[src/hdl/adcsq_defines.svh]
// Register offsets, field positions, reset values and counts of the converter sequencer
`ifndef ADCSQ_DEFINES_SVH
`define ADCSQ_DEFINES_SVH

// Register indices; byte address is four times the index
`define ADCSQ_IDX_PRIOR 9'h09b
`define ADCSQ_IDX_RESULT 9'h09d
`define ADCSQ_IDX_CHAN 9'h09f
`define ADCSQ_IDX_ACQ 9'h10c
`define ADCSQ_IDX_CAP 9'h10e
`define ADCSQ_IDX_PRE 9'h10f
`define ADCSQ_IDX_CTRL 9'h111
`define ADCSQ_IDX_SAMP 9'h112
`define ADCSQ_IDX_AUX 9'h120
`define ADCSQ_IDX_STAT 9'h121

// Primary control fields
`define ADCSQ_CTRL_ENABLE 7
`define ADCSQ_CTRL_REPEAT 6
`define ADCSQ_CTRL_CLKSEL 4
`define ADCSQ_CTRL_JUSTIFY 2
`define ADCSQ_CTRL_RUN 0

// Sampling control fields
`define ADCSQ_SAMP_CHARGE_LEAD_POLARITY 7
`define ADCSQ_SAMP_INVERT_SECOND_CHARGE 6
`define ADCSQ_SAMP_GUARD_DRIVE_POLARITY 5
`define ADCSQ_SAMP_DOUBLE_SAMPLE_ENABLE 0

// Auxiliary control and status fields
`define ADCSQ_AUX_HALT 7
`define ADCSQ_STAT_DONE 0
`define ADCSQ_STAT_THRESH 1

// Channel code limits
`define ADCSQ_CHAN_LAST_PIN 6'h17
`define ADCSQ_CHAN_FIRST_INT 6'h3b

// Reset values
`define ADCSQ_RST_CHAN 6'h00
`define ADCSQ_RST_COUNT 13'h0000
`define ADCSQ_RST_CAP 5'h00
`define ADCSQ_RST_CTRL 8'h00
`define ADCSQ_RST_DIV 6'h00

// Acquisition length used when precharge is on and acquisition count is zero
`define ADCSQ_ACQ_DEFAULT 14'h2000

`endif

[src/hdl/adcsq_pkg.sv]
// Types shared by the converter sequencer modules
package adcsq_pkg;

	typedef enum logic [1:0] {
		ADCSQ_IDLE,
		ADCSQ_PRE,
		ADCSQ_ACQ,
		ADCSQ_CONV
	} adcsq_phase_t;

	typedef struct packed {
		logic wait_q;
		logic [31:0] rdata;
		logic [5:0] chan;
		logic [12:0] sample_settle_count;
		logic [4:0] cap;
		logic [12:0] pre;
		logic enable;
		logic auto_rep;
		logic clk_sel;
		logic justify;
		logic run;
		logic charge_lead_polarity;
		logic invert_second_charge;
		logic guard_drive_polarity;
		logic double_sample_enable;
		logic [5:0] clkdiv;
		logic halt;
		logic done_flag;
		logic [11:0] result;
		logic [11:0] prior;
		adcsq_phase_t phase;
		logic [13:0] cnt;
		logic second;
		logic mux_on;
		logic src_int;
		logic pre_on;
		logic pre_level;
		logic guard_level;
		logic acq_on;
		logic conv_on;
	} adcsq_state_t;

endpackage

[src/hdl/adcsq_clkgen.sv]
// Converter clock tick source: dedicated oscillator or divided system clock
`timescale 1ns/100ps
`include "adcsq_defines.svh"
module adcsq_clkgen import adcsq_pkg::*; #(
	parameter int DIV_W = 6
) (
	input wire logic sys_clk, // System clock
	input wire logic rst, // Asynchronous reset, active high
	input wire logic clk_sel, // 1 dedicated oscillator, 0 divided system clock
	input wire logic [DIV_W-1:0] div_set, // System clock divide minus one
	input wire logic rc_tick, // One pulse per dedicated oscillator period
	output logic conv_tick // One pulse per converter clock
);

	typedef struct packed {
		logic [DIV_W-1:0] cnt;
		logic tick;
	} adcsq_clk_state_t;

	adcsq_clk_state_t s_r;
	adcsq_clk_state_t s_nxt;

	always_comb begin
		s_nxt = s_r;
		s_nxt.tick = 1'b0;
		if (clk_sel) begin
			s_nxt.cnt = '0;
			s_nxt.tick = rc_tick;
		end else if (s_r.cnt >= div_set) begin
			s_nxt.cnt = '0;
			s_nxt.tick = 1'b1;
		end else begin
			s_nxt.cnt = s_r.cnt + 1'b1;
		end
	end

	always_ff @(posedge sys_clk or posedge rst) begin
		if (rst) begin
			s_r <= '0;
		end else begin
			s_r <= s_nxt;
		end
	end

	assign conv_tick = s_r.tick;

endmodule // adcsq_clkgen

[src/hdl/adcsq_top.sv]
// Converter sequencer: register file on Avalon-MM and phase control of the sampling front end
// What this block does
// - Six-bit channel code; 0x00-0x17 route port pins A, B, C in order.
// - Codes 3f, 3e fixed references; 3d DAC; 3c temperature; 3b analog ground.
// - Codes 0x18 to 0x3a are reserved and connect nothing.
// - Nonzero thirteen-bit acquisition count sets acquisition length in converter clocks.
// - Acquisition and precharge both zero: acquisition phase is skipped.
// - Precharge nonzero with acquisition zero: acquisition lasts 8192 converter clocks.
// - Thirteen-bit precharge count sets precharge length; zero removes the phase.
// - Five-bit capacitance field adds that many picofarads; zero adds none.
// - Enable bit 7 turns converter on; start only works while enabled.
// - Auto-repeat re-arms run flag until threshold halt or software clear.
// - Without auto-repeat the run flag clears when each trigger completes.
// - Clock select bit 4: dedicated oscillator, else divided system clock.
// - Justify bit 2: results right-justified, else left-justified zero-filled.
// - Writing 1 to run bit starts; reads 1 while busy, else 0.
// - Software clear mid-conversion stores partial result, resets, no done flag.
// - Acquisition and precharge counts are accessed as separate high and low bytes.
// - Double sampling does two conversions; the first lands in prior result.
// - Precharge polarity drives pin or hold capacitor to supply or ground.
// - Guard polarity sets starting guard ring level during precharge.
// - Inverted precharge flips second conversion's precharge and guard levels.
`timescale 1ns/100ps
`include "adcsq_defines.svh"
module adcsq_top import adcsq_pkg::*; #(
	parameter int ADDR_W = 11,
	parameter int DIV_W = 6,
	parameter logic [13:0] ACQ_DEFAULT_CLKS = `ADCSQ_ACQ_DEFAULT
) (
	input wire logic sys_clk, // 50 MHz system clock
	input wire logic rst, // Asynchronous reset, active high
	input wire logic [ADDR_W-1:0] avs_address, // Byte address
	input wire logic avs_read, // Read request
	input wire logic avs_write, // Write request
	input wire logic [3:0] avs_byteenable, // Byte lanes
	input wire logic [31:0] avs_writedata, // Write data
	output logic [31:0] avs_readdata, // Read data
	output logic avs_waitrequest, // Slave not ready
	input wire logic rc_osc_tick, // Dedicated oscillator pulse
	input wire logic threshold_event_flag, // Threshold met, from neighbour
	input wire logic [11:0] sar_bits, // Conversion bits so far
	input wire logic sar_done, // Conversion complete pulse
	output logic [5:0] input_channel_code, // Multiplexer code
	output logic mux_connect, // Positive input connected
	output logic source_internal, // Selected source is internal
	output logic [4:0] extra_hold_farads, // Extra sample capacitance, pF
	output logic precharge_active, // Precharge phase
	output logic precharge_level, // 1 supply, 0 ground
	output logic guard_level, // Guard ring start level
	output logic acquire_active, // Acquisition phase
	output logic convert_active, // Conversion phase
	output logic converter_clock_tick, // Converter clock pulse
	output logic conversion_done_flag // Sticky completion flag
);

	adcsq_state_t s_r;
	adcsq_state_t s_nxt;
	logic conv_tick;

	adcsq_clkgen #(
		.DIV_W(DIV_W)
	) adcsq_clkgen_i (
		.sys_clk(sys_clk),
		.rst(rst),
		.clk_sel(s_r.clk_sel),
		.div_set(s_r.clkdiv),
		.rc_tick(rc_osc_tick),
		.conv_tick(conv_tick)
	);

	////////////////////////////////////////////////////////////////////////////////

	function automatic logic [15:0] adcsq_align(input logic [11:0] d, input logic right);
		adcsq_align = right ? {4'h0, d} : {d, 4'h0};
	endfunction

	// Routing of a channel code: {input connected, source internal}
	function automatic logic [1:0] adcsq_chan_route(input logic [5:0] code);
		adcsq_chan_route = 2'b00;
		if (code <= `ADCSQ_CHAN_LAST_PIN) begin
			adcsq_chan_route = 2'b10;
		end else if (code >= `ADCSQ_CHAN_FIRST_INT) begin
			case (code)
				6'h3f: adcsq_chan_route = 2'b11; // Second fixed reference
				6'h3e: adcsq_chan_route = 2'b11; // First fixed reference
				6'h3d: adcsq_chan_route = 2'b11; // On-chip DAC output
				6'h3c: adcsq_chan_route = 2'b11; // Temperature indicator
				6'h3b: adcsq_chan_route = 2'b11; // Analog ground
				default: adcsq_chan_route = 2'b00;
			endcase
		end else begin
			adcsq_chan_route = 2'b00;
		end
	endfunction

	// Second pass of a double sample may swap both drive levels
	function automatic logic adcsq_flip(input adcsq_state_t s);
		adcsq_flip = s.double_sample_enable && s.invert_second_charge && s.second;
	endfunction

	// Acquisition length; zero means skip the phase
	function automatic logic [13:0] adcsq_acq_len(input logic [12:0] pre,
		input logic [12:0] sample_settle_count, input logic [13:0] dflt);
		if (sample_settle_count != 13'h0000) begin
			adcsq_acq_len = {1'b0, sample_settle_count};
		end else if (pre != 13'h0000) begin
			adcsq_acq_len = dflt;
		end else begin
			adcsq_acq_len = 14'h0000;
		end
	endfunction

	function automatic logic [31:0] adcsq_read(input adcsq_state_t s,
		input logic [8:0] idx, input logic thr);
		adcsq_read = 32'h0000_0000;
		case (idx)
			`ADCSQ_IDX_PRIOR: adcsq_read = {16'h0000, adcsq_align(s.prior, s.justify)};
			`ADCSQ_IDX_RESULT: adcsq_read = {16'h0000, adcsq_align(s.result, s.justify)};
			`ADCSQ_IDX_CHAN: adcsq_read = {26'h0, s.chan};
			`ADCSQ_IDX_ACQ: adcsq_read = {19'h0, s.sample_settle_count};
			`ADCSQ_IDX_CAP: adcsq_read = {27'h0, s.cap};
			`ADCSQ_IDX_PRE: adcsq_read = {19'h0, s.pre};
			`ADCSQ_IDX_CTRL: begin
				adcsq_read[`ADCSQ_CTRL_ENABLE] = s.enable;
				adcsq_read[`ADCSQ_CTRL_REPEAT] = s.auto_rep;
				adcsq_read[`ADCSQ_CTRL_CLKSEL] = s.clk_sel;
				adcsq_read[`ADCSQ_CTRL_JUSTIFY] = s.justify;
				adcsq_read[`ADCSQ_CTRL_RUN] = s.run;
			end
			`ADCSQ_IDX_SAMP: begin
				adcsq_read[`ADCSQ_SAMP_CHARGE_LEAD_POLARITY] = s.charge_lead_polarity;
				adcsq_read[`ADCSQ_SAMP_INVERT_SECOND_CHARGE] = s.invert_second_charge;
				adcsq_read[`ADCSQ_SAMP_GUARD_DRIVE_POLARITY] = s.guard_drive_polarity;
				adcsq_read[`ADCSQ_SAMP_DOUBLE_SAMPLE_ENABLE] = s.double_sample_enable;
			end
			`ADCSQ_IDX_AUX: begin
				adcsq_read[DIV_W-1:0] = s.clkdiv;
				adcsq_read[`ADCSQ_AUX_HALT] = s.halt;
			end
			`ADCSQ_IDX_STAT: begin
				adcsq_read[`ADCSQ_STAT_DONE] = s.done_flag;
				adcsq_read[`ADCSQ_STAT_THRESH] = thr;
			end
			default: adcsq_read = 32'h0000_0000;
		endcase
	endfunction

	////////////////////////////////////////////////////////////////////////////////

	logic [8:0] idx;
	logic do_wr;
	logic [7:0] wb0;
	logic [7:0] wb1;
	logic done_set;
	logic stopping;
	logic [13:0] alen;

	assign idx = avs_address[ADDR_W-1:2];
	assign wb0 = avs_writedata[7:0];
	assign wb1 = avs_writedata[15:8];

	always_comb begin
		s_nxt = s_r;
		done_set = 1'b0;
		stopping = 1'b0;
		alen = 14'h0000;

		// Bus slave: answer one cycle after the request shows, write on the acking edge
		s_nxt.wait_q = 1'b1;
		if ((avs_read || avs_write) && s_r.wait_q) begin
			s_nxt.wait_q = 1'b0;
			s_nxt.rdata = avs_read ? adcsq_read(s_r, idx, threshold_event_flag) : 32'h0;
		end
		// Write lands on the edge that sees waitrequest low
		do_wr = avs_write && !s_r.wait_q;

		if (do_wr) begin
			case (idx)
				`ADCSQ_IDX_CHAN: begin
					if (avs_byteenable[0]) s_nxt.chan = wb0[5:0];
				end
				`ADCSQ_IDX_ACQ: begin
					if (avs_byteenable[0]) s_nxt.sample_settle_count[7:0] = wb0;
					if (avs_byteenable[1]) s_nxt.sample_settle_count[12:8] = wb1[4:0];
				end
				`ADCSQ_IDX_CAP: begin
					if (avs_byteenable[0]) s_nxt.cap = wb0[4:0];
				end
				`ADCSQ_IDX_PRE: begin
					if (avs_byteenable[0]) s_nxt.pre[7:0] = wb0;
					if (avs_byteenable[1]) s_nxt.pre[12:8] = wb1[4:0];
				end
				`ADCSQ_IDX_CTRL: begin
					if (avs_byteenable[0]) begin
						s_nxt.enable = wb0[`ADCSQ_CTRL_ENABLE];
						s_nxt.auto_rep = wb0[`ADCSQ_CTRL_REPEAT];
						s_nxt.clk_sel = wb0[`ADCSQ_CTRL_CLKSEL];
						s_nxt.justify = wb0[`ADCSQ_CTRL_JUSTIFY];
						// Start ignored while the converter is off
						s_nxt.run = wb0[`ADCSQ_CTRL_RUN] && wb0[`ADCSQ_CTRL_ENABLE];
					end
				end
				`ADCSQ_IDX_SAMP: begin
					if (avs_byteenable[0]) begin
						s_nxt.charge_lead_polarity = wb0[`ADCSQ_SAMP_CHARGE_LEAD_POLARITY];
						s_nxt.invert_second_charge = wb0[`ADCSQ_SAMP_INVERT_SECOND_CHARGE];
						s_nxt.guard_drive_polarity = wb0[`ADCSQ_SAMP_GUARD_DRIVE_POLARITY];
						s_nxt.double_sample_enable = wb0[`ADCSQ_SAMP_DOUBLE_SAMPLE_ENABLE];
					end
				end
				`ADCSQ_IDX_AUX: begin
					if (avs_byteenable[0]) begin
						s_nxt.clkdiv = wb0[DIV_W-1:0];
						s_nxt.halt = wb0[`ADCSQ_AUX_HALT];
					end
				end
				`ADCSQ_IDX_STAT: begin
					if (avs_byteenable[0] && wb0[`ADCSQ_STAT_DONE]) s_nxt.done_flag = 1'b0;
				end
				default: ;
			endcase
		end

		// Phase sequencer
		// Next-state counts, so a write and a start may share an edge
		alen = adcsq_acq_len(s_nxt.pre, s_nxt.sample_settle_count, ACQ_DEFAULT_CLKS);
		case (s_r.phase)
			ADCSQ_IDLE: begin
				if (s_nxt.run && s_nxt.enable) begin
					s_nxt.second = 1'b0;
					// Single sample: prior keeps the result that stood at the start
					if (!s_nxt.double_sample_enable) s_nxt.prior = s_r.result;
					stopping = 1'b1;
				end
			end
			ADCSQ_PRE, ADCSQ_ACQ: begin
				// Cleared or disabled: back to idle, nothing stored
				if (!s_nxt.run || !s_nxt.enable) begin
					s_nxt.phase = ADCSQ_IDLE;
				end else if (conv_tick) begin
					if (s_r.cnt <= 14'h0001) begin
						if (s_r.phase == ADCSQ_PRE && alen != 14'h0000) begin
							s_nxt.phase = ADCSQ_ACQ;
							s_nxt.cnt = alen;
						end else begin
							s_nxt.phase = ADCSQ_CONV;
						end
					end else begin
						s_nxt.cnt = s_r.cnt - 14'h0001;
					end
				end
			end
			ADCSQ_CONV: begin
				// Cleared mid-conversion: partial bits kept, no completion flag
				if (!s_nxt.run || !s_nxt.enable) begin
					s_nxt.result = sar_bits;
					s_nxt.phase = ADCSQ_IDLE;
				end else if (sar_done) begin
					// First pass of a double sample: restart at the first phase that has a nonzero length
					if (s_r.double_sample_enable && !s_r.second) begin
						s_nxt.prior = sar_bits;
						s_nxt.second = 1'b1;
						stopping = 1'b1;
					end else begin
						s_nxt.result = sar_bits;
						done_set = 1'b1;
						s_nxt.second = 1'b0;
						// Threshold halt only ends a repeating run
						if (s_r.auto_rep && !(s_r.halt && threshold_event_flag)) begin
							s_nxt.run = 1'b1;
							if (!s_r.double_sample_enable) s_nxt.prior = sar_bits;
							stopping = 1'b1;
						end else begin
							s_nxt.run = 1'b0;
							s_nxt.phase = ADCSQ_IDLE;
						end
					end
				end
			end
			default: s_nxt.phase = ADCSQ_IDLE;
		endcase

		// Begin a conversion pass: first phase that has a nonzero length
		if (stopping) begin
			if (s_nxt.pre != 13'h0000) begin
				s_nxt.phase = ADCSQ_PRE;
				s_nxt.cnt = {1'b0, s_nxt.pre};
			end else if (alen != 14'h0000) begin
				s_nxt.phase = ADCSQ_ACQ;
				s_nxt.cnt = alen;
			end else begin
				s_nxt.phase = ADCSQ_CONV;
			end
		end

		// Completion flag: hardware set wins over software clear
		if (done_set) s_nxt.done_flag = 1'b1;

		// Front-end drive, registered from the next state
		{s_nxt.mux_on, s_nxt.src_int} = adcsq_chan_route(s_nxt.chan);
		s_nxt.pre_on = s_nxt.phase == ADCSQ_PRE;
		// Levels reach the pins in every phase, not only while precharge is active
		s_nxt.pre_level = s_nxt.charge_lead_polarity ^ adcsq_flip(s_nxt);
		s_nxt.guard_level = s_nxt.guard_drive_polarity ^ adcsq_flip(s_nxt);
		s_nxt.acq_on = s_nxt.phase == ADCSQ_ACQ;
		s_nxt.conv_on = s_nxt.phase == ADCSQ_CONV;
	end

	////////////////////////////////////////////////////////////////////////////////

	always_ff @(posedge sys_clk or posedge rst) begin
		if (rst) begin
			s_r <= '0;
			s_r.wait_q <= 1'b1;
			s_r.chan <= `ADCSQ_RST_CHAN;
			s_r.sample_settle_count <= `ADCSQ_RST_COUNT;
			s_r.pre <= `ADCSQ_RST_COUNT;
			s_r.cap <= `ADCSQ_RST_CAP;
			s_r.clkdiv <= `ADCSQ_RST_DIV;
			s_r.phase <= ADCSQ_IDLE;
			s_r.mux_on <= 1'b1;
		end else begin
			s_r <= s_nxt;
		end
	end

	////////////////////////////////////////////////////////////////////////////////

	assign avs_readdata = s_r.rdata;
	assign avs_waitrequest = s_r.wait_q;
	assign input_channel_code = s_r.chan;
	assign mux_connect = s_r.mux_on;
	assign source_internal = s_r.src_int;
	assign extra_hold_farads = s_r.cap;
	assign precharge_active = s_r.pre_on;
	assign precharge_level = s_r.pre_level;
	assign guard_level = s_r.guard_level;
	assign acquire_active = s_r.acq_on;
	assign convert_active = s_r.conv_on;
	assign converter_clock_tick = conv_tick;
	assign conversion_done_flag = s_r.done_flag;

endmodule // adcsq_top
[config.mk]
export PLATFORM = sky130hd
export DESIGN_NAME = adcsq_top
export DESIGN_NICKNAME = d
export VERILOG_FILES = /design/src/hdl/adcsq_pkg.sv /design/src/hdl/adcsq_clkgen.sv /design/src/hdl/adcsq_top.sv
export VERILOG_INCLUDE_DIRS = /design/src /design/src/hdl
export SDC_FILE = /design/constraint.sdc
export NUM_CORES = 1
export LEC_CHECK = 0
export ABC_CLOCK_PERIOD_IN_PS = 3820
export CORE_MARGIN = 5
export CORE_UTILIZATION = 58
export DETAILED_ROUTE_END_ITERATION = 8
export DONT_BUFFER_PORTS = 1
export PLACE_DENSITY = 0.76
export SYNTH_ARGS = -nofsm -noshare
export SYNTH_HDL_FRONTEND = slang
export SYNTH_HIERARCHICAL = 1
export SYNTH_SLANG_ARGS = --single-unit
[constraint.sdc]
create_clock -name sys_clk -period 3.82 [get_ports sys_clk]
set_clock_uncertainty 0.1 [all_clocks]
set_input_delay 0.573 -clock sys_clk [delete_from_list [all_inputs] [get_ports sys_clk]]
set_output_delay 0.573 -clock sys_clk [all_outputs]
set_load 0.01 [all_outputs]
==> out/results.ini <==
[status]
status = finished clean

[routing]
drt_pass1_iterations = 5
viasPerCell = 6.372
drt_wl_total_um = 20120
vias = 5881
ant_nets = 0
first_iter_violations = 629
drc = 0
wl_per_cell_um = 21.80

[cts]
clock-sinks = 126
htree_levels = 4
cts_resized = 0
clockBufferDepth = 2
cts_root_buf = clkbuf_16
clkSlewWorstSetupHoldPaths_ns = 0.06
clock_latency_ns = 0.43
cts_buffers = 17
cts_tree = done

[sta]
setup_viol = 0
drv_slew = 0
final.setup.tns_ns = 0
hold_viol = 0
fmax_mhz = 283.2
rsz0062_at_grt = no
period_share_pct = 92.44
slew_headroom_pct = 30.29
worstMarginPinSlew_ns = 1.039
post-route-min-period_ns = 3.531

[synthesis]
synth-edff-count = 0
synthDistinctLibCells = 69
syn_area_um2 = 7212
ys_ff_latch = 126
synth_flop_cell = dfrtp_1
syn-instance-count = 743
ys_warn_count = 6
ys_async_sr_fraction_pct = 100.0
synth_area_per_cell_um2 = 9.706
ys_seq_area_share_pct = 43.75

[layout]
multi_input_area_um2 = 3583
areaGrowthSynthToFinish_pct = 9.993
n_antenna_cell = 0
drive_above_1_share_pct = 20.00
nNetsFinal = 820
register_area_um2 = 3156
n_fill_cell = 981

[grt]
grt_pass1_vias = 5707
grt_pass1_wl_um = 32000
antenna_found_initial = 0
grt_overflow_total = 0
grt_start_max_net_pins = 120
grt_util_all_layers_pct = 28.27

[power_and_ir_drop]
p_comb_share_pct = 3.8
design_power_total_mw = 2.995
pwr-share-clk_pct = 51.0
p_sw_share_pct = 23.70
power_leakage_nw = 3.647
power.internal_mw = 2.285
vdd.ir_drop.worst_mv = 0.2859
p_switching_mw = 0.7098
seq_power_share_pct = 45.2
p_per_area_nw_per_um2 = 377.6

[hold_path]
hp-class = input port to asynchronous set/reset pin

[worst_setup_path]
arrival_ns = 3.73
critPathLaunchType = input port
worst-path-buf-inv = 1
r2r-start = avs_waitrequest$_DFF_PP1_
cp.required_ns = 4.02
worstReg2RegEnd = s_r[14]$_DFF_PP0_
worstSetupPathDepth = 9
cpPeakStageDelay_ns = 0.66
cp_top_family = simple AND/OR/NAND/NOR gates
critPathCaptureType = flip-flop
slowest_stage = or4_1
criticalPathCategory = input port to flip-flop
cp_cell_sequence = or4b_4 > or4_1 > mux2i_1 > or4_4 > or3_1 > buf_4 > nand3_1 > o211ai_1 > a221o_1
ff2ff_path_depth = 9
r2r_slack_ns = 0.35
critPathMaxFanout = 6

[floorplanning]
core_um2 = 12110
die_area_um2 = 14760
initial_utilization_pct = 59.55
fp.dieH_um = 121.5
fp-row-count = 40
ios = 119
die_w_um = 121.5

[placement]
port_buffers = 0
dp_hpwl_um = 14880
gpl.final_weighted_congestion = 1.029

[run]
max_cap_viol_count = 0

==> per-stage QoR <==
stage          cell area [µm²]  std cells  setup WS (ns)  utilization, %  hold WS [ns]
2_1_floorplan             7287        758        0.01264               -        0.2764
3_5_place_dp              7365        890       -0.09974           60.81        0.3208
3_3_place_gp              7365        890       -0.06605           60.81        0.3039
5_1_grt                   7933        923         0.1071           65.50        0.1610
4_1_cts                   7933        923         0.3261           65.50        0.1343
6_report                  7933        923         0.2889           65.50       0.08955
==> cell families (layout without fill, tap and decap cells) <==
family | count (synthesis) | in the layout | share of synthesized area [%]
other | 1 | 16 | 0.05200
DFF | 126 | 126 | 43.75
xor gates and xnor gates | 13 | 13 | 1.579
buffers and inverters | 99 | 96 | 7.599
muxes | 64 | 64 | 9.802
and+or+nand+nor | 224 | 224 | 16.15
AOI/OAI and AO/OA | 204 | 204 | 18.98
adders and majority gates | 12 | 12 | 2.082
==> cells in the mapped netlist, types with 3 or more instances <==
cell      number  area share, %
xnor2_1        5           0.61
o21ai_1        4           0.28
or3b_2         3           0.36
nand4_1        3           0.26
xor2_1         8           0.97
a22o_1         7           0.85
a21o_1         4           0.42
buf_2          3           0.21
a221o_1        6           0.83
ha_1          12            2.1
o21ai_0       46            3.2
inv_1         23            1.2
nor2_1        45            2.3
nand2b_1       4           0.35
nand3b_1       3           0.31
nor2b_1       13            1.1
a22oi_1       27            2.8
a31oi_1        4           0.35
a221oi_1      13            1.6
or3_1         12            1.0
or4_1          7           0.73
mux2_2        53            8.3
nand3_1       17            1.2
dfrtp_1      124             43
nand2_1       74            3.9
clkbuf_1      28            1.5
buf_4         44            4.6
or2_2          4           0.35
a222oi_1       4           0.56
o221ai_1       4           0.49
a21oi_1       50            3.5
nor3_2         3           0.42
o211ai_1       6           0.62
nor3_1        13           0.90
mux2i_1       11            1.5
nor4_1         6           0.52
o31ai_1        4           0.42
==> final cells by class <==
cell class,instances,share of cell area (%)
clock buffers,18,5.536
inverters,23,1.136
well taps,168,2.650
repair buffers,41,4.227
clock inverters,14,1.498
flip-flops and latches,126,39.78
multi-input cells,533,45.17
==> registers in the layout, indices dropped and copies added (netlist names) <==
| name | count |
|---|---|
| conversion_done_flag | 1 |
| avs_waitrequest | 1 |
| adcsq_clkgen_i/conv_tick | 1 |
| source_internal | 1 |
| s_r | 83 |
| guard_level | 1 |
| avs_readdata | 16 |
| adcsq_clkgen_i/s_r | 6 |
| convert_active | 1 |
| extra_hold_farads | 5 |
| acquire_active | 1 |
| input_channel_code | 6 |
| precharge_level | 1 |
| precharge_active | 1 |
| mux_connect | 1 |
==> worst reg2reg max path: cells and delay by family, from the launching register on <==
| kind | cells | cell delay (ns) |
|---|---|---|
| compound gates | 2 | 0.39 |
| simple gates | 5 | 2.04 |
| flops | 1 | 0.41 |
| mux | 1 | 0.18 |
| buf+inv | 1 | 0.23 |
==> worst max-delay path by stage <==
stage	end	from	slack, ns
2_1_floorplan	s_r[9]$_DFF_PP0_	avs_address[7]	0.01
3_3_place_gp	s_r[8]$_DFF_PP0_	avs_address[7]	-0.07
3_5_place_dp	s_r[8]$_DFF_PP0_	avs_address[7]	-0.1
4_1_cts	s_r[14]$_DFF_PP0_	avs_address[7]	0.33
5_1_grt	s_r[8]$_DFF_PP0_	avs_address[7]	0.11
6_report	s_r[14]$_DFF_PP0_	avs_address[7]	0.29
==> power by group through the flow <==
stage | combinational (mW) | clock, mW | sequential [mW]
2_1_floorplan | 0.0957 | 0 | 1.37
3_3_place_gp | 0.109 | 0 | 1.38
3_5_place_dp | 0.112 | 0 | 1.38
4_1_cts | 0.113 | 1.54 | 1.35
5_1_grt | 0.128 | 1.60 | 1.36
6_report | 0.113 | 1.53 | 1.36
==> metal layers <==
metal | vias up | GRT usage, % | part of all wire, % | routed length (µm)
met2 | 289 | 42.52 | 45 | 9135
met4 | 0 | 11.48 | 3.0 | 607
met3 | 45 | 8.252 | 9.0 | 1820
met1 | 2879 | 38.47 | 43 | 8554
met5 | - | 0 | 0 | 0
li1 | 2668 | - | - | -
==> layout by cell type (no fill, tap or decap), drive strengths merged, types with 4 or more instances in the layout <==
cell / netlist / layout
dfrtp: 124 / 124
nand2: 74 / 74
mux2: 53 / 53
o21ai: 52 / 52
a21oi: 50 / 50
nor2: 45 / 45
buf: 48 / 40
a22oi: 27 / 27
inv: 23 / 23
nand3: 18 / 18
clkbuf: 28 / 18
nor3: 17 / 17
conb: 1 / 16
a221oi: 13 / 13
nor2b: 13 / 13
or3: 12 / 12
ha: 12 / 12
mux2i: 11 / 11
clkinv: 0 / 10
xor2: 8 / 8
or4: 8 / 8
nor4: 8 / 8
a22o: 7 / 7
a221o: 6 / 6
o211ai: 6 / 6
o221ai: 6 / 6
xnor2: 5 / 5
or2: 5 / 5
nand2b: 4 / 4
a31oi: 4 / 4
a21o: 4 / 4
o31ai: 4 / 4
a222oi: 4 / 4
==> what timing repair did <==
| item | 4_1_cts | 5_1_grt |
|---|---|---|
| hold buffers | 1 | 0 |
| buffers inserted | 0 | 0 |
| setup endpoints to repair | 0 | 0 |
| hold endpoints to repair | 7 | 0 |
(Power assumes the default switching activity.)
